[src/shared/rsfa_pkg.sv]
// constants and types for the radio science frame assembler
// assumes a single 40 MHz clock and a 10 Msample/s converter stream

package rsfa_pkg;

	// ****************************************
	// rates and times
	// ****************************************
	localparam longint CLK_HZ          = 40_000_000;
	localparam longint SAMPLE_RATE_HZ  = 10_000_000;
	localparam int     SAMPLE_DIV      = int'(CLK_HZ / SAMPLE_RATE_HZ);
	localparam longint NS_PER_S        = 1_000_000_000;
	localparam longint US_PER_S        = 1_000_000;
	localparam longint FRAME_TIME_US   = 1_024_000;
	localparam longint TAG_TIME_US     = 102_400;
	localparam longint FRAME_SAMPLES   = FRAME_TIME_US * SAMPLE_RATE_HZ / US_PER_S;
	localparam longint TAG_SAMPLES     = TAG_TIME_US * SAMPLE_RATE_HZ / US_PER_S;

	// ****************************************
	// frame layout
	// ****************************************
	localparam int     FRAME_BYTES     = 5082;
	localparam int     PAIRS_PER_FRAME = 1250;
	localparam int     CHUNKS          = 10;
	localparam int     PAIRS_PER_CHUNK = PAIRS_PER_FRAME / CHUNKS;
	localparam int     PAIR_SAMPLES_DEF = int'(FRAME_SAMPLES / PAIRS_PER_FRAME);
	localparam int     WIDE_PAIRS      = 4;
	localparam int     GROUP_WIDE      = 6;
	localparam int     GROUP_NARROW    = 4;
	localparam logic [7:0] FRAME_ID    = 8'hB7;
	localparam int     STATUS_SEL_LSB  = 4;

	// ****************************************
	// data widths
	// ****************************************
	localparam int     SAMPLE_W        = 12;
	localparam int     IQ_W            = 16;
	localparam int     IQ_GAIN_SHIFT   = IQ_W - SAMPLE_W;
	localparam int     POWER_W         = 40;
	localparam int     TAG_W           = 24;
	localparam int     SEL_W           = 3;

	// ****************************************
	// test sources
	// ****************************************
	localparam int     IMPULSE_VAL     = 128;
	localparam int     IMPULSE_LEN     = 2;
	localparam int     SQ_AMP          = 256;
	localparam longint SQ_LOW_NHZ      = 64'd610_351_562_500;
	localparam longint SQ_MID_NHZ      = 64'd19_531_250_000_000;
	localparam longint SQ_HIGH_NHZ     = 64'd78_125_000_000_000;
	localparam int     SQ_CNT_W        = 14;
	localparam int     SQ_HALF_LOW     = int'(SAMPLE_RATE_HZ * NS_PER_S / (2 * SQ_LOW_NHZ));
	localparam int     SQ_HALF_MID     = int'(SAMPLE_RATE_HZ * NS_PER_S / (2 * SQ_MID_NHZ));
	localparam int     SQ_HALF_HIGH    = int'(SAMPLE_RATE_HZ * NS_PER_S / (2 * SQ_HIGH_NHZ));
	localparam int     LFSR_W          = 23;
	localparam logic [LFSR_W-1:0] LFSR_SEED = 23'h2AAAAA;
	localparam int     LFSR_TAP        = 17;

	typedef enum logic [SEL_W-1:0] {
		SEL_ADC = 3'h0, SEL_IMPULSE = 3'h1, SEL_SQ_LOW = 3'h2, SEL_SQ_MID = 3'h3,
		SEL_PRN_UNIT = 3'h4, SEL_PRN_FULL = 3'h5, SEL_SQ_HIGH = 3'h6, SEL_ZERO = 3'h7
	} rsfa_sel_type;

	typedef enum logic [1:0] {
		ST_IDLE = 2'b01,
		ST_RUN  = 2'b10
	} rsfa_state_type;

	typedef struct packed {
		logic       valid;
		logic       first;
		logic [7:0] data;
	} rsfa_byte_type;

endpackage

[src/hdl/rsfa_frame_assembler.sv]
// radio science frame assembler: sampling, power, tags, downconversion and byte framing
// assumes a 40 MHz clock, a converter sample valid every fourth clock and a
// downstream that takes one byte per clock whenever stream_o.valid is high
//
// Behaviour
// - every frame is exactly 5082 bytes, each byte belonging to some field
// - first frame byte is always the identifier 0xB7
// - fourth byte is status: selection in bits 6..4, other bits zero
// - selection 000 uses converter samples, any other a fixed test signal
// - selection 001: two samples of 128 at frame start, then zeros
// - selections 010, 011, 110: square waves of +/-256 at three frequencies
// - 100 gives +/-1 random, 101 full-scale random, 111 only zeros
// - power sums the square of every sample of the selected source
// - power is unsigned 40 bits, cleared each frame, ten five-byte snapshots
// - snapshots every 102.4 ms, first at frame start holding previous total
// - 24-bit tag starts at zero on start, counts every 102.4 ms
// - second frame's first tag is 10, third frame's is 20
// - 1250 signed 16-bit I/Q pairs per frame, two bytes each
// - mix 2.5 MHz carrier to zero frequency then fixed baseband filter
// - multi-byte fields are whole bytes, most significant byte first
// - power value bytes at 7,10,13,16,19, then every 508 bytes
// - time tag bytes at 22,25,28, then every 508 bytes
// - I/Q bytes fill all other bytes in order, I then Q
// - start on the next second strobe, then one frame per 1.024 s

`timescale 1ns/1ps

module rsfa_frame_assembler
	import rsfa_pkg::*;
#(
	parameter int PAIR_SAMPLES = PAIR_SAMPLES_DEF  // samples per I/Q pair, >= 16
)
(
	input  wire logic                       clk_i,            // stable oscillator clock
	input  wire logic                       rst_i,            // sync reset, high
	input  wire logic                       second_strobe_i,  // one pulse per second
	input  wire logic                       adc_valid_i,      // unused qualifier slot
	input  wire logic signed [SAMPLE_W-1:0] adc_i,            // converter sample
	input  wire logic [SEL_W-1:0]           input_select_i,   // commanded source
	output rsfa_byte_type                   stream_o,         // output frame bytes
	output logic                            running_o         // frames being produced
);

	// ****************************************
	// derived sizes
	// ****************************************
	localparam int PAIR_LOG2  = $clog2(PAIR_SAMPLES);
	localparam int ACC_W      = SAMPLE_W + PAIR_LOG2 + 1;
	localparam int IQ_SHIFT   = PAIR_LOG2 + 1 - IQ_GAIN_SHIFT;
	localparam int PK_W       = $clog2(PAIRS_PER_FRAME);
	localparam int POS_W      = $clog2(PAIRS_PER_CHUNK);
	localparam int GRP_W      = 8 * GROUP_WIDE;
	localparam int GLEN_W     = $clog2(GROUP_WIDE + 1);
	localparam int RT_W       = POWER_W + TAG_W;
	localparam int DIV_W      = $clog2(SAMPLE_DIV);

	// ****************************************
	// sample rate divider
	// ****************************************
	logic [DIV_W-1:0] div_r;
	logic             sample_en;

	// every slower rate comes from this one enable
	assign sample_en = (div_r == DIV_W'(SAMPLE_DIV - 1));

	always_ff @(posedge clk_i) begin
		if (rst_i) begin
			div_r <= '0;
		end else begin
			div_r <= sample_en ? '0 : div_r + DIV_W'(1);
		end
	end

	// ****************************************
	// start control
	// ****************************************
	rsfa_state_type state_r;
	logic           start_now;

	assign start_now = (state_r == ST_IDLE) && second_strobe_i;
	assign running_o = (state_r == ST_RUN);

	// later strobes are ignored: the frame clock free-runs from the first one
	always_ff @(posedge clk_i) begin
		if (rst_i) begin
			state_r <= ST_IDLE;
		end else begin
			unique case (state_r)
				ST_IDLE: if (second_strobe_i) begin
					state_r <= ST_RUN;
				end
				ST_RUN:  state_r <= ST_RUN;
				default: state_r <= ST_IDLE;
			endcase
		end
	end

	// ****************************************
	// frame position counters
	// ****************************************
	logic [PAIR_LOG2-1:0] pair_cnt_r;
	logic [PK_W-1:0]      pair_k_r;
	logic [POS_W-1:0]     chunk_pos_r;
	logic [POS_W-1:0]     byte_pos_r;
	logic                 run_se;
	logic                 frame_start_now;
	logic                 chunk_start_now;
	logic                 pair_done;

	assign run_se          = sample_en && running_o;
	assign frame_start_now = run_se && pair_cnt_r == '0 && pair_k_r == '0;
	assign chunk_start_now = run_se && pair_cnt_r == '0 && chunk_pos_r == '0;
	assign pair_done       = run_se && pair_cnt_r == PAIR_LOG2'(PAIR_SAMPLES - 1);

	always_ff @(posedge clk_i) begin
		if (rst_i || start_now) begin
			pair_cnt_r  <= '0;
			pair_k_r    <= '0;
			chunk_pos_r <= '0;
		end else if (run_se) begin
			pair_cnt_r <= pair_done ? '0 : pair_cnt_r + PAIR_LOG2'(1);
			if (pair_done) begin
				pair_k_r    <= (pair_k_r == PK_W'(PAIRS_PER_FRAME - 1)) ? '0 : pair_k_r + PK_W'(1);
				chunk_pos_r <= (chunk_pos_r == POS_W'(PAIRS_PER_CHUNK - 1)) ? '0 : chunk_pos_r + POS_W'(1);
			end
		end
	end

	// byte chunks lag sample chunks by one pair, since the head group opens the frame
	always_ff @(posedge clk_i) begin
		if (rst_i || start_now) begin
			byte_pos_r <= '0;
		end else if (pair_done) begin
			if (pair_k_r == '0 || byte_pos_r == POS_W'(PAIRS_PER_CHUNK - 1)) begin
				byte_pos_r <= '0;
			end else begin
				byte_pos_r <= byte_pos_r + POS_W'(1);
			end
		end
	end

	// ****************************************
	// source selection
	// ****************************************
	rsfa_sel_type                sel_r;
	rsfa_sel_type                sel_now;
	logic signed [SAMPLE_W-1:0]  test_sample;
	logic signed [SAMPLE_W-1:0]  x;
	logic                        impulse_win;

	// selection is frozen for a whole frame so the status byte matches the data
	assign sel_now     = frame_start_now ? rsfa_sel_type'(input_select_i) : sel_r;
	assign impulse_win = pair_k_r == '0 && pair_cnt_r < PAIR_LOG2'(IMPULSE_LEN);
	assign x           = (sel_now == SEL_ADC) ? adc_i : test_sample;

	always_ff @(posedge clk_i) begin
		if (rst_i) begin
			sel_r <= SEL_ADC;
		end else if (frame_start_now) begin
			sel_r <= rsfa_sel_type'(input_select_i);
		end
	end

	rsfa_test_source u_test_source (
		.clk_i       (clk_i),
		.rst_i       (rst_i),
		.restart_i   (start_now),
		.sample_en_i (run_se),
		.sel_i       (sel_now),
		.impulse_i   (impulse_win),
		.sample_o    (test_sample)
	);

	// ****************************************
	// integrated power and time tags
	// ****************************************
	logic [POWER_W-1:0]        power_acc_r;
	logic [POWER_W-1:0]        power_snap_r;
	logic [TAG_W-1:0]          tag_cnt_r;
	logic [TAG_W-1:0]          tag_snap_r;
	logic signed [2*SAMPLE_W-1:0] sq_signed;
	logic [POWER_W-1:0]        sq;

	assign sq_signed = x * x;
	assign sq        = POWER_W'(unsigned'(sq_signed));

	// the snapshot at frame start sees the old total before the clear
	always_ff @(posedge clk_i) begin
		if (rst_i || start_now) begin
			power_acc_r <= '0;
		end else if (frame_start_now) begin
			power_acc_r <= sq;
		end else if (run_se) begin
			power_acc_r <= power_acc_r + sq;
		end
	end

	always_ff @(posedge clk_i) begin
		if (rst_i) begin
			power_snap_r <= '0;
		end else if (chunk_start_now) begin
			power_snap_r <= power_acc_r;
		end
	end

	// tag rolls over after about 20 days; never cleared by frames
	always_ff @(posedge clk_i) begin
		if (rst_i || start_now) begin
			tag_cnt_r  <= '0;
			tag_snap_r <= '0;
		end else if (chunk_start_now) begin
			tag_snap_r <= tag_cnt_r;
			tag_cnt_r  <= tag_cnt_r + TAG_W'(1);
		end
	end

	// ****************************************
	// downconversion
	// ****************************************
	logic [1:0]              lo_r;
	logic signed [ACC_W-1:0] xe;
	logic signed [ACC_W-1:0] term_i;
	logic signed [ACC_W-1:0] term_q;
	logic signed [ACC_W-1:0] i_acc_r;
	logic signed [ACC_W-1:0] q_acc_r;
	logic signed [ACC_W-1:0] i_sum;
	logic signed [ACC_W-1:0] q_sum;
	logic [IQ_W-1:0]         i_val;
	logic [IQ_W-1:0]         q_val;

	assign xe = ACC_W'(x);

	// a quarter-rate carrier needs no multiplier: the local oscillator is 1,0,-1,0
	always_comb begin
		unique case (lo_r)
			2'h0: begin term_i = xe; term_q = '0; end
			2'h1: begin term_i = '0; term_q = -xe; end
			2'h2: begin term_i = -xe; term_q = '0; end
			default: begin term_i = '0; term_q = xe; end
		endcase
	end

	always_ff @(posedge clk_i) begin
		if (rst_i || start_now) begin
			lo_r <= '0;
		end else if (run_se) begin
			lo_r <= lo_r + 2'h1;
		end
	end

	// boxcar integrate-and-dump is the fixed baseband filter and decimator
	always_ff @(posedge clk_i) begin
		if (rst_i || start_now) begin
			i_acc_r <= '0;
			q_acc_r <= '0;
		end else if (run_se) begin
			i_acc_r <= (pair_cnt_r == '0) ? term_i : i_acc_r + term_i;
			q_acc_r <= (pair_cnt_r == '0) ? term_q : q_acc_r + term_q;
		end
	end

	assign i_sum = i_acc_r + term_i;
	assign q_sum = q_acc_r + term_q;
	assign i_val = IQ_W'(i_sum >>> IQ_SHIFT);
	assign q_val = IQ_W'(q_sum >>> IQ_SHIFT);

	// ****************************************
	// byte group builder
	// ****************************************
	logic [GRP_W-1:0]  grp_next;
	logic [GLEN_W-1:0] len_next;
	logic [7:0]        status_byte;
	logic [RT_W-1:0]   rt_word;
	logic [7:0]        rt_a;
	logic [7:0]        rt_b;
	logic [POS_W:0]    rt_idx;

	assign status_byte = 8'(sel_r) << STATUS_SEL_LSB;
	assign rt_word     = {power_snap_r, tag_snap_r};
	assign rt_idx      = {byte_pos_r, 1'b0};
	assign rt_a        = rt_word[RT_W - 1 - 8 * rt_idx -: 8];
	assign rt_b        = rt_word[RT_W - 9 - 8 * rt_idx -: 8];

	always_comb begin
		if (pair_k_r == '0) begin
			grp_next = {FRAME_ID, i_val, status_byte, q_val};
			len_next = GLEN_W'(GROUP_WIDE);
		end else if (byte_pos_r < POS_W'(WIDE_PAIRS)) begin
			grp_next = {rt_a, i_val, rt_b, q_val};
			len_next = GLEN_W'(GROUP_WIDE);
		end else begin
			grp_next = {i_val, q_val, 16'h0000};
			len_next = GLEN_W'(GROUP_NARROW);
		end
	end

	// ****************************************
	// byte serializer
	// ****************************************
	logic [GRP_W-1:0]  grp_r;
	logic [GLEN_W-1:0] left_r;
	logic              head_r;

	// a group of at most six bytes drains long before the next pair is ready
	always_ff @(posedge clk_i) begin
		if (rst_i) begin
			grp_r  <= '0;
			left_r <= '0;
			head_r <= 1'b0;
		end else if (pair_done) begin
			grp_r  <= grp_next;
			left_r <= len_next;
			head_r <= (pair_k_r == '0);
		end else if (left_r != '0) begin
			grp_r  <= grp_r << 8;
			left_r <= left_r - GLEN_W'(1);
			head_r <= 1'b0;
		end
	end

	always_ff @(posedge clk_i) begin
		if (rst_i) begin
			stream_o <= '0;
		end else begin
			stream_o.valid <= (left_r != '0) && !pair_done;
			stream_o.first <= head_r && (left_r != '0) && !pair_done;
			stream_o.data  <= grp_r[GRP_W-1 -: 8];
		end
	end

endmodule

[src/hdl/rsfa_test_source.sv]
// selectable deterministic test signal generator
// assumes sample_en_i pulses once per converter sample and restart_i once at start

`timescale 1ns/1ps

module rsfa_test_source
	import rsfa_pkg::*;
(
	input  wire logic                       clk_i,        // system clock
	input  wire logic                       rst_i,        // sync reset, high
	input  wire logic                       restart_i,    // reseed and rephase
	input  wire logic                       sample_en_i,  // one pulse per sample
	input  wire rsfa_sel_type               sel_i,        // source selection
	input  wire logic                       impulse_i,    // inside impulse window
	output logic signed [SAMPLE_W-1:0]      sample_o      // test sample
);

	// ****************************************
	// state
	// ****************************************
	logic [LFSR_W-1:0]   lfsr_r;
	logic [SQ_CNT_W-1:0] sq_cnt_r;
	logic                sq_neg_r;
	logic [SQ_CNT_W-1:0] sq_half;

	always_comb begin
		unique case (sel_i)
			SEL_SQ_MID:  sq_half = SQ_CNT_W'(SQ_HALF_MID);
			SEL_SQ_HIGH: sq_half = SQ_CNT_W'(SQ_HALF_HIGH);
			default:     sq_half = SQ_CNT_W'(SQ_HALF_LOW);
		endcase
	end

	// reseeding at each start keeps test frames reproducible bit for bit
	always_ff @(posedge clk_i) begin
		if (rst_i || restart_i) begin
			lfsr_r <= LFSR_SEED;
		end else if (sample_en_i) begin
			lfsr_r <= {lfsr_r[LFSR_W-2:0], lfsr_r[LFSR_W-1] ^ lfsr_r[LFSR_TAP]};
		end
	end

	always_ff @(posedge clk_i) begin
		if (rst_i || restart_i) begin
			sq_cnt_r <= '0;
			sq_neg_r <= 1'b0;
		end else if (sample_en_i) begin
			if (sq_cnt_r >= sq_half - SQ_CNT_W'(1)) begin
				sq_cnt_r <= '0;
				sq_neg_r <= ~sq_neg_r;
			end else begin
				sq_cnt_r <= sq_cnt_r + SQ_CNT_W'(1);
			end
		end
	end

	// ****************************************
	// output mux
	// ****************************************
	always_comb begin
		unique case (sel_i)
			SEL_IMPULSE:  sample_o = impulse_i ? SAMPLE_W'(IMPULSE_VAL) : '0;
			SEL_SQ_LOW,
			SEL_SQ_MID,
			SEL_SQ_HIGH:  sample_o = sq_neg_r ? -SAMPLE_W'(SQ_AMP) : SAMPLE_W'(SQ_AMP);
			SEL_PRN_UNIT: sample_o = lfsr_r[0] ? -SAMPLE_W'(1) : SAMPLE_W'(1);
			SEL_PRN_FULL: sample_o = signed'(lfsr_r[SAMPLE_W-1:0]);
			default:      sample_o = '0;
		endcase
	end

endmodule

[config.mk]
export PLATFORM = sky130hd
export DESIGN_NAME = rsfa_frame_assembler
export DESIGN_NICKNAME = d
export VERILOG_FILES = /design/src/shared/rsfa_pkg.sv /design/src/hdl/rsfa_frame_assembler.sv /design/src/hdl/rsfa_test_source.sv
export SDC_FILE = /design/constraint.sdc
export NUM_CORES = 1
export LEC_CHECK = 0
export ABC_AREA = 0
export BUFFER_PORTS_ARGS = -buffer_cell sky130_fd_sc_hd__buf_4
export CAP_MARGIN = 20
export CORE_MARGIN = 3
export CORE_UTILIZATION = 55
export DETAILED_ROUTE_END_ITERATION = 12
export PLACE_DENSITY = 0.73
export SLEW_MARGIN = 5
export SYNTH_ARGS = -nofsm -noshare
export SYNTH_HDL_FRONTEND = slang
export SYNTH_SLANG_ARGS = --single-unit
[constraint.sdc]
create_clock -name clk_i -period 18.26 [get_ports clk_i]
set_input_delay 2.739 -clock clk_i [delete_from_list [all_inputs] [get_ports clk_i]]
set_output_delay 2.739 -clock clk_i [all_outputs]
set_load 0.05 [all_outputs]
# Word level (Yosys, flattened, before mapping)
# Index checks and enable logic that the tools add are counted.
# W data, S select, Z words.
# totals
regBits	327
word_cells	121
input_bits	19
out_inout_bits	11
# classes
shift	2
muxes	30
n_reduce_logical	27
magnitude_cmp	3
n_bitwise	2
mul	1
eq_ne	16
n_addsub	16
# op_table
cell	count
$mux W48	4
$shiftx A71 B33 Y8	2
$pmux W26 S2	2
$add A26 B26 Y26	2
$mux W26	2
$mux W24	2
$pmux W12 S4	1
$add A40 B24 Y40	1
$mux W12	3
$pmux W14 S2	1
$neg A12 Y26	1
$add A24 B1 Y24 const B	1
$mul A12 B12 Y24	1
$sub A6 B11 Y12 const A	2
$add A14 B1 Y14 const B	1
$add A7 B1 Y7 const B	2
$eq A7 B7 Y1 const B	2
$ge A14 B14 Y1	1
$mux W14	1
$mux W7	2
$sub A14 B1 Y14 const B	1
$add A13 B1 Y13 const B	1
$eq A13 B13 Y1 const B	1
$logic_not A13 Y1	1
33 further kinds	59

# Depth between registers and ports, before layout
# Gate-level depths: netlist of the first run.
# depth
ltp_word	15
depth_mapped	42

# By module
# A second synthesis of the first run with hierarchy kept.
# hier_totals
cells_unflattened	3024
hier_area_um2	24400.9
# modules_own_cells
module	cells_per_inst	seq_area_each_um2	n_inst	area_each_um2
rsfa_frame_assembler	2812	5785.5	1	22466.5
rsfa_test_source	212	760.7	1	1934.4

# Worst setup path before layout of the first run
# Ideal clock, no wire load.
# synth_path
path_kind	input to register
startpoint	in input_select_i[2]
endpoint	reg power_acc_r[32]
arrival_ns	11.003
cell_stages	36
required_time_ns	18.132
path_slack_ns	7.129
cell_sequence	nor2b_1 > and3_1 > a31oi_1 > a21oi_1 > or2_2 > clkbuf_1 > inv_1 > clkbuf_1 > clkbuf_1 > nor2_1 > fa_1 > inv_1 > fa_1 > inv_1 > fa_1 > fa_1 > inv_1 > fa_1 > inv_1 > ha_1 > and3_1 > a32o_1 > a311oi_1 > o21bai_1 > a21o_1 > a21oi_1 > xnor2_1 > ha_1 > and3_1 > a221o_1 > a31o_2 > a221o_1 > nand2_1 > nor2_1 > xnor2_1 > nor2_1
# synth_between
elab_chain_cells	7
# synth_lines
item	line_no	text
start: declaration	rsfa_frame_assembler.sv:39	input wire logic [SEL_W-1:0] input_select_i,
$mux W3 *	rsfa_frame_assembler.sv:152	assign sel_now = frame_start_now ? rsfa_sel_type'(input_select_i) : sel_r;
$eq A3 B2 Y1 / $eq A3 B3 Y1 (equally long branches)	rsfa_test_source.sv:61	unique case (sel_i)
$reduce_or A3 Y1	rsfa_test_source.sv:61	
$pmux W12 S4	rsfa_test_source.sv:61	
$mux W12 *	rsfa_frame_assembler.sv:154	assign x = (sel_now == SEL_ADC) ? adc_i : test_sample;
$mul A12 B12 Y24 *	rsfa_frame_assembler.sv:184	assign sq_signed = x * x;
$add A40 B24 Y40 *	rsfa_frame_assembler.sv:194	power_acc_r <= power_acc_r + sq;
end signal: assignment	rsfa_frame_assembler.sv:192	power_acc_r <= sq;
end signal: assignment	rsfa_frame_assembler.sv:194	
end: declaration	rsfa_frame_assembler.sv:177	logic [POWER_W-1:0] power_acc_r;
# Mark *: on every way between the ends. The rest lies on a longest branch, timed or not.
# A chain may end at the register's enable or synchronous reset.

# Worst setup path after layout of the first run
# layout_path
startpoint	reg state_r[0]
endpoint	reg power_acc_r[27]
# layout_between
elab_chain_cells	11
# layout_lines
item	line_no	text
start: declaration	rsfa_frame_assembler.sv:77	rsfa_state_type state_r;
start signal: assignment	rsfa_frame_assembler.sv:86	state_r <= ST_IDLE;
start signal: assignment	rsfa_frame_assembler.sv:90	state_r <= ST_RUN;
start signal: assignment	rsfa_frame_assembler.sv:92	ST_RUN: state_r <= ST_RUN;
$eq A2 B2 Y1	rsfa_frame_assembler.sv:81	assign running_o = (state_r == ST_RUN);
$logic_and A1 B1 Y1	rsfa_frame_assembler.sv:110	assign run_se = sample_en && running_o;
$logic_and A1 B1 Y1 (2 in a row)	rsfa_frame_assembler.sv:111	assign frame_start_now = run_se && pair_cnt_r == '0 && pair_k_r == '0;
$mux W3	rsfa_frame_assembler.sv:152	
$eq A3 B2 Y1 / $eq A3 B3 Y1 (equally long branches)	rsfa_test_source.sv:61	
$reduce_or A3 Y1	rsfa_test_source.sv:61	
$pmux W12 S4	rsfa_test_source.sv:61	
$mux W12	rsfa_frame_assembler.sv:154	
$mul A12 B12 Y24	rsfa_frame_assembler.sv:184	
$add A40 B24 Y40	rsfa_frame_assembler.sv:194	
# Parallel ways exist; a longest one is shown, timed or not.

==> results of run 1 <==
[registers in the layout, indices dropped and copies added, names as in the netlist, 2 cells and up]
name and cells:
grp_r 48, u_test_source.sq_cnt_r 14, q_acc_r 26, power_acc_r 40, byte_pos_r 7, u_test_source.lfsr_r 23
pair_k_r 11, i_acc_r 26, tag_cnt_r 24, chunk_pos_r 7, tag_snap_r 24, power_snap_r 40
sel_r 3, div_r 2, lo_r 2, state_r 2, left_r 3, pair_cnt_r 13
stream_o 10
[final cells by class]
type                            instances  area (µm²)
Inverter                              242         912
Tap cell                              577         722
Fill cell                            3675       16600
Timing Repair Buffer                   52         407
Sequential cell                       327        6550
Clock inverter                         15         259
Clock buffer                           53        1070
Multi-Input combinational cell       2248       15800
[per-layer routing]
layer | vias up | part of all wire [%]
met5 | - | 0
met4 | 0 | 3.4
met3 | 157 | 6.9
met2 | 770 | 48
met1 | 10100 | 42
li1 | 10000 | -
[through the flow]
step / setup WS (ns) / hold WS (ns) / std cells
floorplan: 7.13 / 0.404 / 2962
global placement: 6.20 / 0.412 / 3443
detailed placement: 6.10 / 0.420 / 3443
CTS: 6.67 / 0.431 / 3511
global route: 5.86 / 0.470 / 3514
finish: 6.47 / 0.429 / 3514
[layout by cell type (no fill, tap or decap), types with 19 or more instances in the layout]
cell / n
nor2_1: 275
a311oi_1: 25
xnor2_1: 81
nand2_1: 444
a211oi_1: 32
clkbuf_16: 37
dfxtp_1: 327
or3_1: 25
buf_4: 50
xor2_1: 89
a31oi_1: 26
nor2b_1: 19
o21ai_0: 131
nor3_1: 53
and3_1: 36
inv_1: 235
nand3_1: 78
fa_1: 125
nand4_1: 22
ha_1: 167
a21oi_1: 276
a21o_1: 48
[logic make-up (layout without fill, tap and decap cells)]
kind of cell | Yosys count | in the layout
adder cells (fa/ha/maj) | 292 | 292
AND/OR/NAND/NOR | 1043 | 1043
buffers and inverters | 387 | 362
AO/OA/AOI/OAI | 705 | 705
XOR/XNOR | 172 | 172
flip-flops | 327 | 327
multiplexers | 36 | 36
[synth_stat cells (32+ instances only)]
master,count,share of area [%]
nand2_1,447,7.1
a21o_1,48,1.5
inv_1,235,3.7
a211oi_1,32,1.0
xor2_1,89,3.3
and3_1,36,0.95
dfxtp_1,327,28
nor2_1,277,4.4
clkbuf_1,129,2.0
o21ai_0,131,2.8
fa_1,125,11
nand3_1,78,1.6
ha_1,167,8.8
xnor2_1,81,3.0
nor3_1,53,1.1
a21oi_1,277,5.8
[power by group through the flow]
stage               clock network [mW]  logic [mW]  registers (mW)
finish                           0.808        3.23           0.740
global route                     0.852        3.66           0.741
CTS                              0.822        3.22           0.739
detailed placement                   0        3.20           0.755
global placement                     0        3.09           0.754
floorplan                            0        2.55           0.755
[worst max-delay path: cells and delay by family, from the launching register on]
| kind | cells | cell delay [ns] |
|---|---|---|
| multiplexers | 1 | 0.79 |
| buffers and inverters | 7 | 0.94 |
| XOR/XNOR | 2 | 0.49 |
| AND/OR/NAND/NOR | 10 | 2.35 |
| flip-flops | 1 | 0.31 |
| adder cells (fa/ha/maj) | 8 | 3.81 |
| AO/OA/AOI/OAI | 11 | 2.96 |
[final timing paths]
check              from              end  slack (ns)  depth (start not counted)
max          state_r[0]  power_acc_r[27]        6.47                         39
min            div_r[0]         div_r[0]        0.43                          1
max reg2reg  state_r[0]  power_acc_r[27]        6.47                         39
min reg2reg    div_r[0]         div_r[0]        0.43                          1
==> reports/qor.csv, run 1 <==
metric,value,unit
maxSlewHeadroom,24.3,%
tritoncts,yes,
grt_pass1_wl,103000,µm
critPathLaunchType,flop,
hold_viol_final,0,
netSwitchingFraction,47.5,%
n_antenna_cell,0,
drt.antenna.violating_nets,0,
crit_path_max_incr_delay,0.79,ns
drv_slew,0,
cts.sink_count,327,
synth.area.mux_share,2.37,%
yosys.area_share.xor_xnor,6.46,%
drt_first_iter_violations,1772,
netlist_instances,2962,
adder_cell_fraction_of_synth_area,19.3,%
status,finished clean,
grtUsageMet1,35.7,%
fp.dieW,214,µm
timing_worst_slew_pin_value,1.14,ns
antenna_found_initial,0,
buffer_ports.inserted,28,
grt_overflow_total,0,
postLayoutCoreUtil,60.7,%
max_clock_freq,84.8,MHz
postSynthRegisterBits,327,
cts-hold-fix-buffers,0,
grtUsageMet2,47.9,%
setup_viol_count_final,0,
critical_path_peak_fanout,16,
final_nets,3219,
worst_ep_arrival_time,12.23,ns
grt_usage,27.8,%
number_of_max_cap_violations,0,
post_cts.resized_instances,0,
die_area,45700,µm²
type_of_the_worst_min_delay_path,reg2reg,
seqPwrFrac,15.5,%
leakagePower,11.0,nW
worst_path_max_delay_cell,mux2i_1,
remaining_drc_errors,0,
routabilityCongestion,0.907,
p_comb_share,67.6,%
cp.required,18.70,ns
synth_seq_area_share,27.6,%
synth_nets,3273,
place.detailed.hpwl,45200,µm
floorplan.initialDensity,56.1,%
cts_buffer_depth,3,
core_area,42300,µm²
netlist-cell-type-count,80,
floorplan.die.height,214,µm
crit_path_frequent_cell,inv_1,
synth_top_family_by_area,simple AND/OR/NAND/NOR gates,
post_synth_and_or_nand_nor_area_fraction,19.5,%
synth-async-reset-ratio,0,%
place_area,24300,µm²
vias,21100,
post_drt_via_cell_ratio,6.00,
tritoncts.num_buffers,37,
ioPinCount,30,
cts_post_setup_buffers_inserted,0,
power.share.clock,16.9,%
grt_setup_unrepaired,no,
p_sw,2.27,mW
global_route.usage.met3,4.37,%
synth-edff-count,0,
rows,75,
post_synth_instance_area,23700,µm²
cts_htree_levels,2,
vdd_ir_drop_max,0.269,mV
fin_tns_setup,0,ns
drt-wirelength-per-cell,18.0,µm
globalRoute.busiestLayer,met2,
grt_pass1_vias,20500,
share_of_final_layout_standard_cells_stronger_than_drive_strength_1,5.89,%
skew,0.0150,ns
final_period_minus_worst_setup_slack,11.79,ns
clock_insertion_delay_at_the_later_pin_of_the_skew_report,0.57,ns
post-layout-total-power,4.78,mW
timing.critical_path.to_type,flop,
category_of_the_most_critical_setup_path,reg2reg,
grt_start_max_net_pins,76,
postRouteWirelength,63400,µm
drt_first_pass_iters,6,
synth_flop_cell,dfxtp_1,
syn_to_final_growth,8.21,%
cts.root.buffer_cell,clkbuf_16,
internal-power,2.51,mW
synth_compound_gate_area_share,18.5,%
power.density,186,nW/µm²
clk_transition_reported_paths,0.06,ns
synth-warning-count,0,
synth.avg_cell_area,8.02,µm²
final_non_filler_cell_area,25700,µm²
post-route-period-util,64.5,%
No activity file was read; power rests on OpenSTA's default activity.
==> run 2: changes to the inputs <==
Settings changed: PLACE_DENSITY 0.73 to 0.76.
Clock period 18.26 ns to 9.6 ns, I/O delays scaled along.
==> run 2 against run 1 <==
Non-clock buffer count is 125 higher. Cell count grew 3.5%. Total power increased by 120%. Routed wire length rose by 0.83%. First-iteration DRC count up 16%. Clock skew up 0.0076 ns. Via count rose by 1.4%. Critical path type unchanged. Largest cell class unchanged.
==> reports/qor.csv, run 2 (synthesis results as in run 1) <==
metric,value,unit,change
status,finished clean,,
skew,0.0227,ns,+0.00763 ns
most_common_cell_after_layout_fill_and_taps_aside,nand2_1,,
place.detailed.hpwl,46300,µm,+2.5%
r2r_slack,0.31,ns,-6.17 ns
syn_to_final_growth,12.9,%,
drt-wirelength-per-cell,17.6,µm,-2.6%
postRouteWirelength,63900,µm,+0.83%
buffer_ports.inserted,28,,unchanged
final_period_minus_worst_setup_slack,9.29,ns,-2.49 ns
regToRegEndpoint,power_acc_r[26],,
cts.root.buffer_cell,clkbuf_16,,
area.sequential,6550,µm²,about the same
critical_path.reg2reg.startpoint,state_r[0],,
setup_viol_count_final,0,,unchanged
top_register,grp_r,,
worst_path_max_delay_cell,fa_1,,
placed_cells_incl_taps,3562,,+3.5%
grt_start_max_net_pins,101,,+33%
drt_first_pass_iters,6,,unchanged
cp.required,10.03,ns,-8.67 ns
number_of_max_cap_violations,0,,unchanged
category_of_the_most_critical_setup_path,reg2reg,,
antenna_found_initial,0,,unchanged
grt_overflow_total,0,,unchanged
place_area,25200,µm²,+3.8%
postLayoutCoreUtil,63.4,%,+2.7 points
critPathLaunchType,flop,,
post_drt_via_cell_ratio,5.88,,-2.0%
cts-hold-fix-buffers,0,,unchanged
timing.critical_path.to_type,flop,,
crit_path_max_incr_delay,0.54,ns,-0.25 ns
tritoncts,yes,,
die_area,45700,µm²,unchanged
layout_common_cells,"nand2_1, dfxtp_1, a21oi_1",,
wl_met2,30200,µm,-0.27%
layoutNonFillerInstCount,3636,,+3.5%
final_nets,3344,,+3.9%
largest_register_ffs,48,,unchanged
vdd_ir_drop_max,0.663,mV,+150%
timing_worst_slew_pin_value,1.14,ns,+0.00232 ns
final_non_filler_cell_area,26800,µm²,+4.4%
dr.max_layer_used,met4,,
core_area,42300,µm²,unchanged
grt_pass1_wl,104000,µm,+0.97%
critical_path_peak_fanout,5,,-11
ioPinCount,30,,unchanged
rows,75,,unchanged
p_comb_share,70.8,%,+3.2 points
area_of_combinational_cells_with_multiple_inputs,15900,µm²,+0.68%
met1_wirelength,27300,µm,+2.9%
cts.sink_count,327,,unchanged
floorplan.die.height,214,µm,unchanged
tritoncts.num_buffers,37,,unchanged
power.density,385,nW/µm²,+110%
worstRegToRegCells,42,,+7.7%
routabilityCongestion,0.924,,+1.8%
grt_usage,27.9,%,+0.13 points
grt_pass1_vias,21000,,+2.5%
seqPwrFrac,13.6,%,-1.9 points
whs,0.456,ns,+0.0265 ns
drv_slew,0,,unchanged
clock_insertion_delay_at_the_later_pin_of_the_skew_report,0.57,ns,about the same
setup.worst_path.start,state_r[0],,
max_clock_freq,108,MHz,+27%
drt.antenna.violating_nets,0,,unchanged
route.met3.wl,4010,µm,-8.4%
vias,21400,,+1.4%
leakagePower,11.6,nW,+6.1%
p_sw,4.57,mW,+100%
netSwitchingFraction,44.3,%,-3.2 points
cts_htree_levels,2,,unchanged
fp.dieW,214,µm,unchanged
post-route-period-util,96.8,%,+32 points
clk_transition_reported_paths,0.06,ns,about the same
share_of_final_layout_standard_cells_stronger_than_drive_strength_1,10.6,%,+4.7 points
cts_buffer_depth,3,,unchanged
crit_path_frequent_cell,inv_1,,
worst_ep_arrival_time,9.72,ns,-2.51 ns
internal-power,5.76,mW,+130%
n_fill_cell,3556,,-3.2%
n_antenna_cell,0,,unchanged
maxSlewHeadroom,24.1,%,-0.15 points
hold_viol_final,0,,unchanged
remaining_drc_errors,0,,unchanged
floorplan.initialDensity,56.1,%,unchanged
endpoint,power_acc_r[26],,
drt_first_iter_violations,2059,,+16%
largestRegisters,"grp_r (48), power_acc_r (40), power_snap_r (40)",,
power.share.clock,15.5,%,-1.4 points
type_of_the_worst_min_delay_path,reg2reg,,
-- run 2: changes by cell type in the layout (fill, tap and decap cells not counted), moves of 3 or more --
cell / delta
a21oi_2: +4
nor2_2: +4
nor2_1: -4
ha_1: -3
clkbuf_1: -7
a21oi_1: -4
buf_4: +123
-- run 2: worst min-delay path by stage --
stage	from	to	slack (ns)	cells after the start
2_1_floorplan	div_r[0]	div_r[0]	0.40	1
3_3_place_gp	div_r[0]	div_r[0]	0.41	1
3_5_place_dp	div_r[0]	div_r[0]	0.43	1
4_1_cts	div_r[0]	div_r[0]	0.44	1
5_1_grt	tag_snap_r[22]	tag_snap_r[22]	0.47	2
6_report	u_test_source.lfsr_r[16]	u_test_source.lfsr_r[16]	0.46	2
-- run 2: critical path, delay by kind of cell (launching register included) --
kind | cells | cell delay [ns]
xor gates and xnor gates | 2 | 0.33
adders and majority gates | 8 | 3.00
muxes | 1 | 0.26
buffers and inverters | 12 | 1.28
and+or+nand+nor | 8 | 1.26
AOI/OAI and AO/OA | 11 | 2.68
DFF | 1 | 0.31
-- run 2: power by group through the flow --
stage / Sequential, mW / Clock [mW] / Combinational (mW)
2_1_floorplan: 1.44 / 0 / 4.85
3_3_place_gp: 1.43 / 0 / 6.90
3_5_place_dp: 1.44 / 0 / 7.12
5_1_grt: 1.41 / 1.69 / 8.27
4_1_cts: 1.41 / 1.63 / 7.17
6_report: 1.41 / 1.60 / 7.32
-- run 2: layout make-up --
type | count | area share, %
clock buffer | 49 | 4.07
multi-input combinational | 2248 | 59.3
sequential | 327 | 24.4
inverter | 242 | 3.41
clock inverter | 16 | 1.07
tap | 577 | 2.69
timing repair buffer | 177 | 5.09
-- run 2: repair_timing --
action	in CTS	in global routing
endpoints found under the setup margin	16	20
resized for setup	3	26
pin swaps	0	8
setup buffers	3	5
-- run 2: routing by layer --
metal / up-vias / global-route usage (%)
met3: 155 / 4.04
met1: 10300 / 36.6
li1: 10300 / -
met4: 0 / 10.8
met5: - / 0
met2: 687 / 46.9
-- run 2: through the flow --
stage                     worst slack, ns  total power [mW]  TNS (ns)
after global placement             -0.122              8.33    -0.351
after floorplan                    0.0309              6.29         0
final                               0.308              10.3         0
after global routing              -0.0606              11.4    -0.184
after CTS                          0.0675              10.2         0
after detailed placement           -0.253              8.55     -2.07
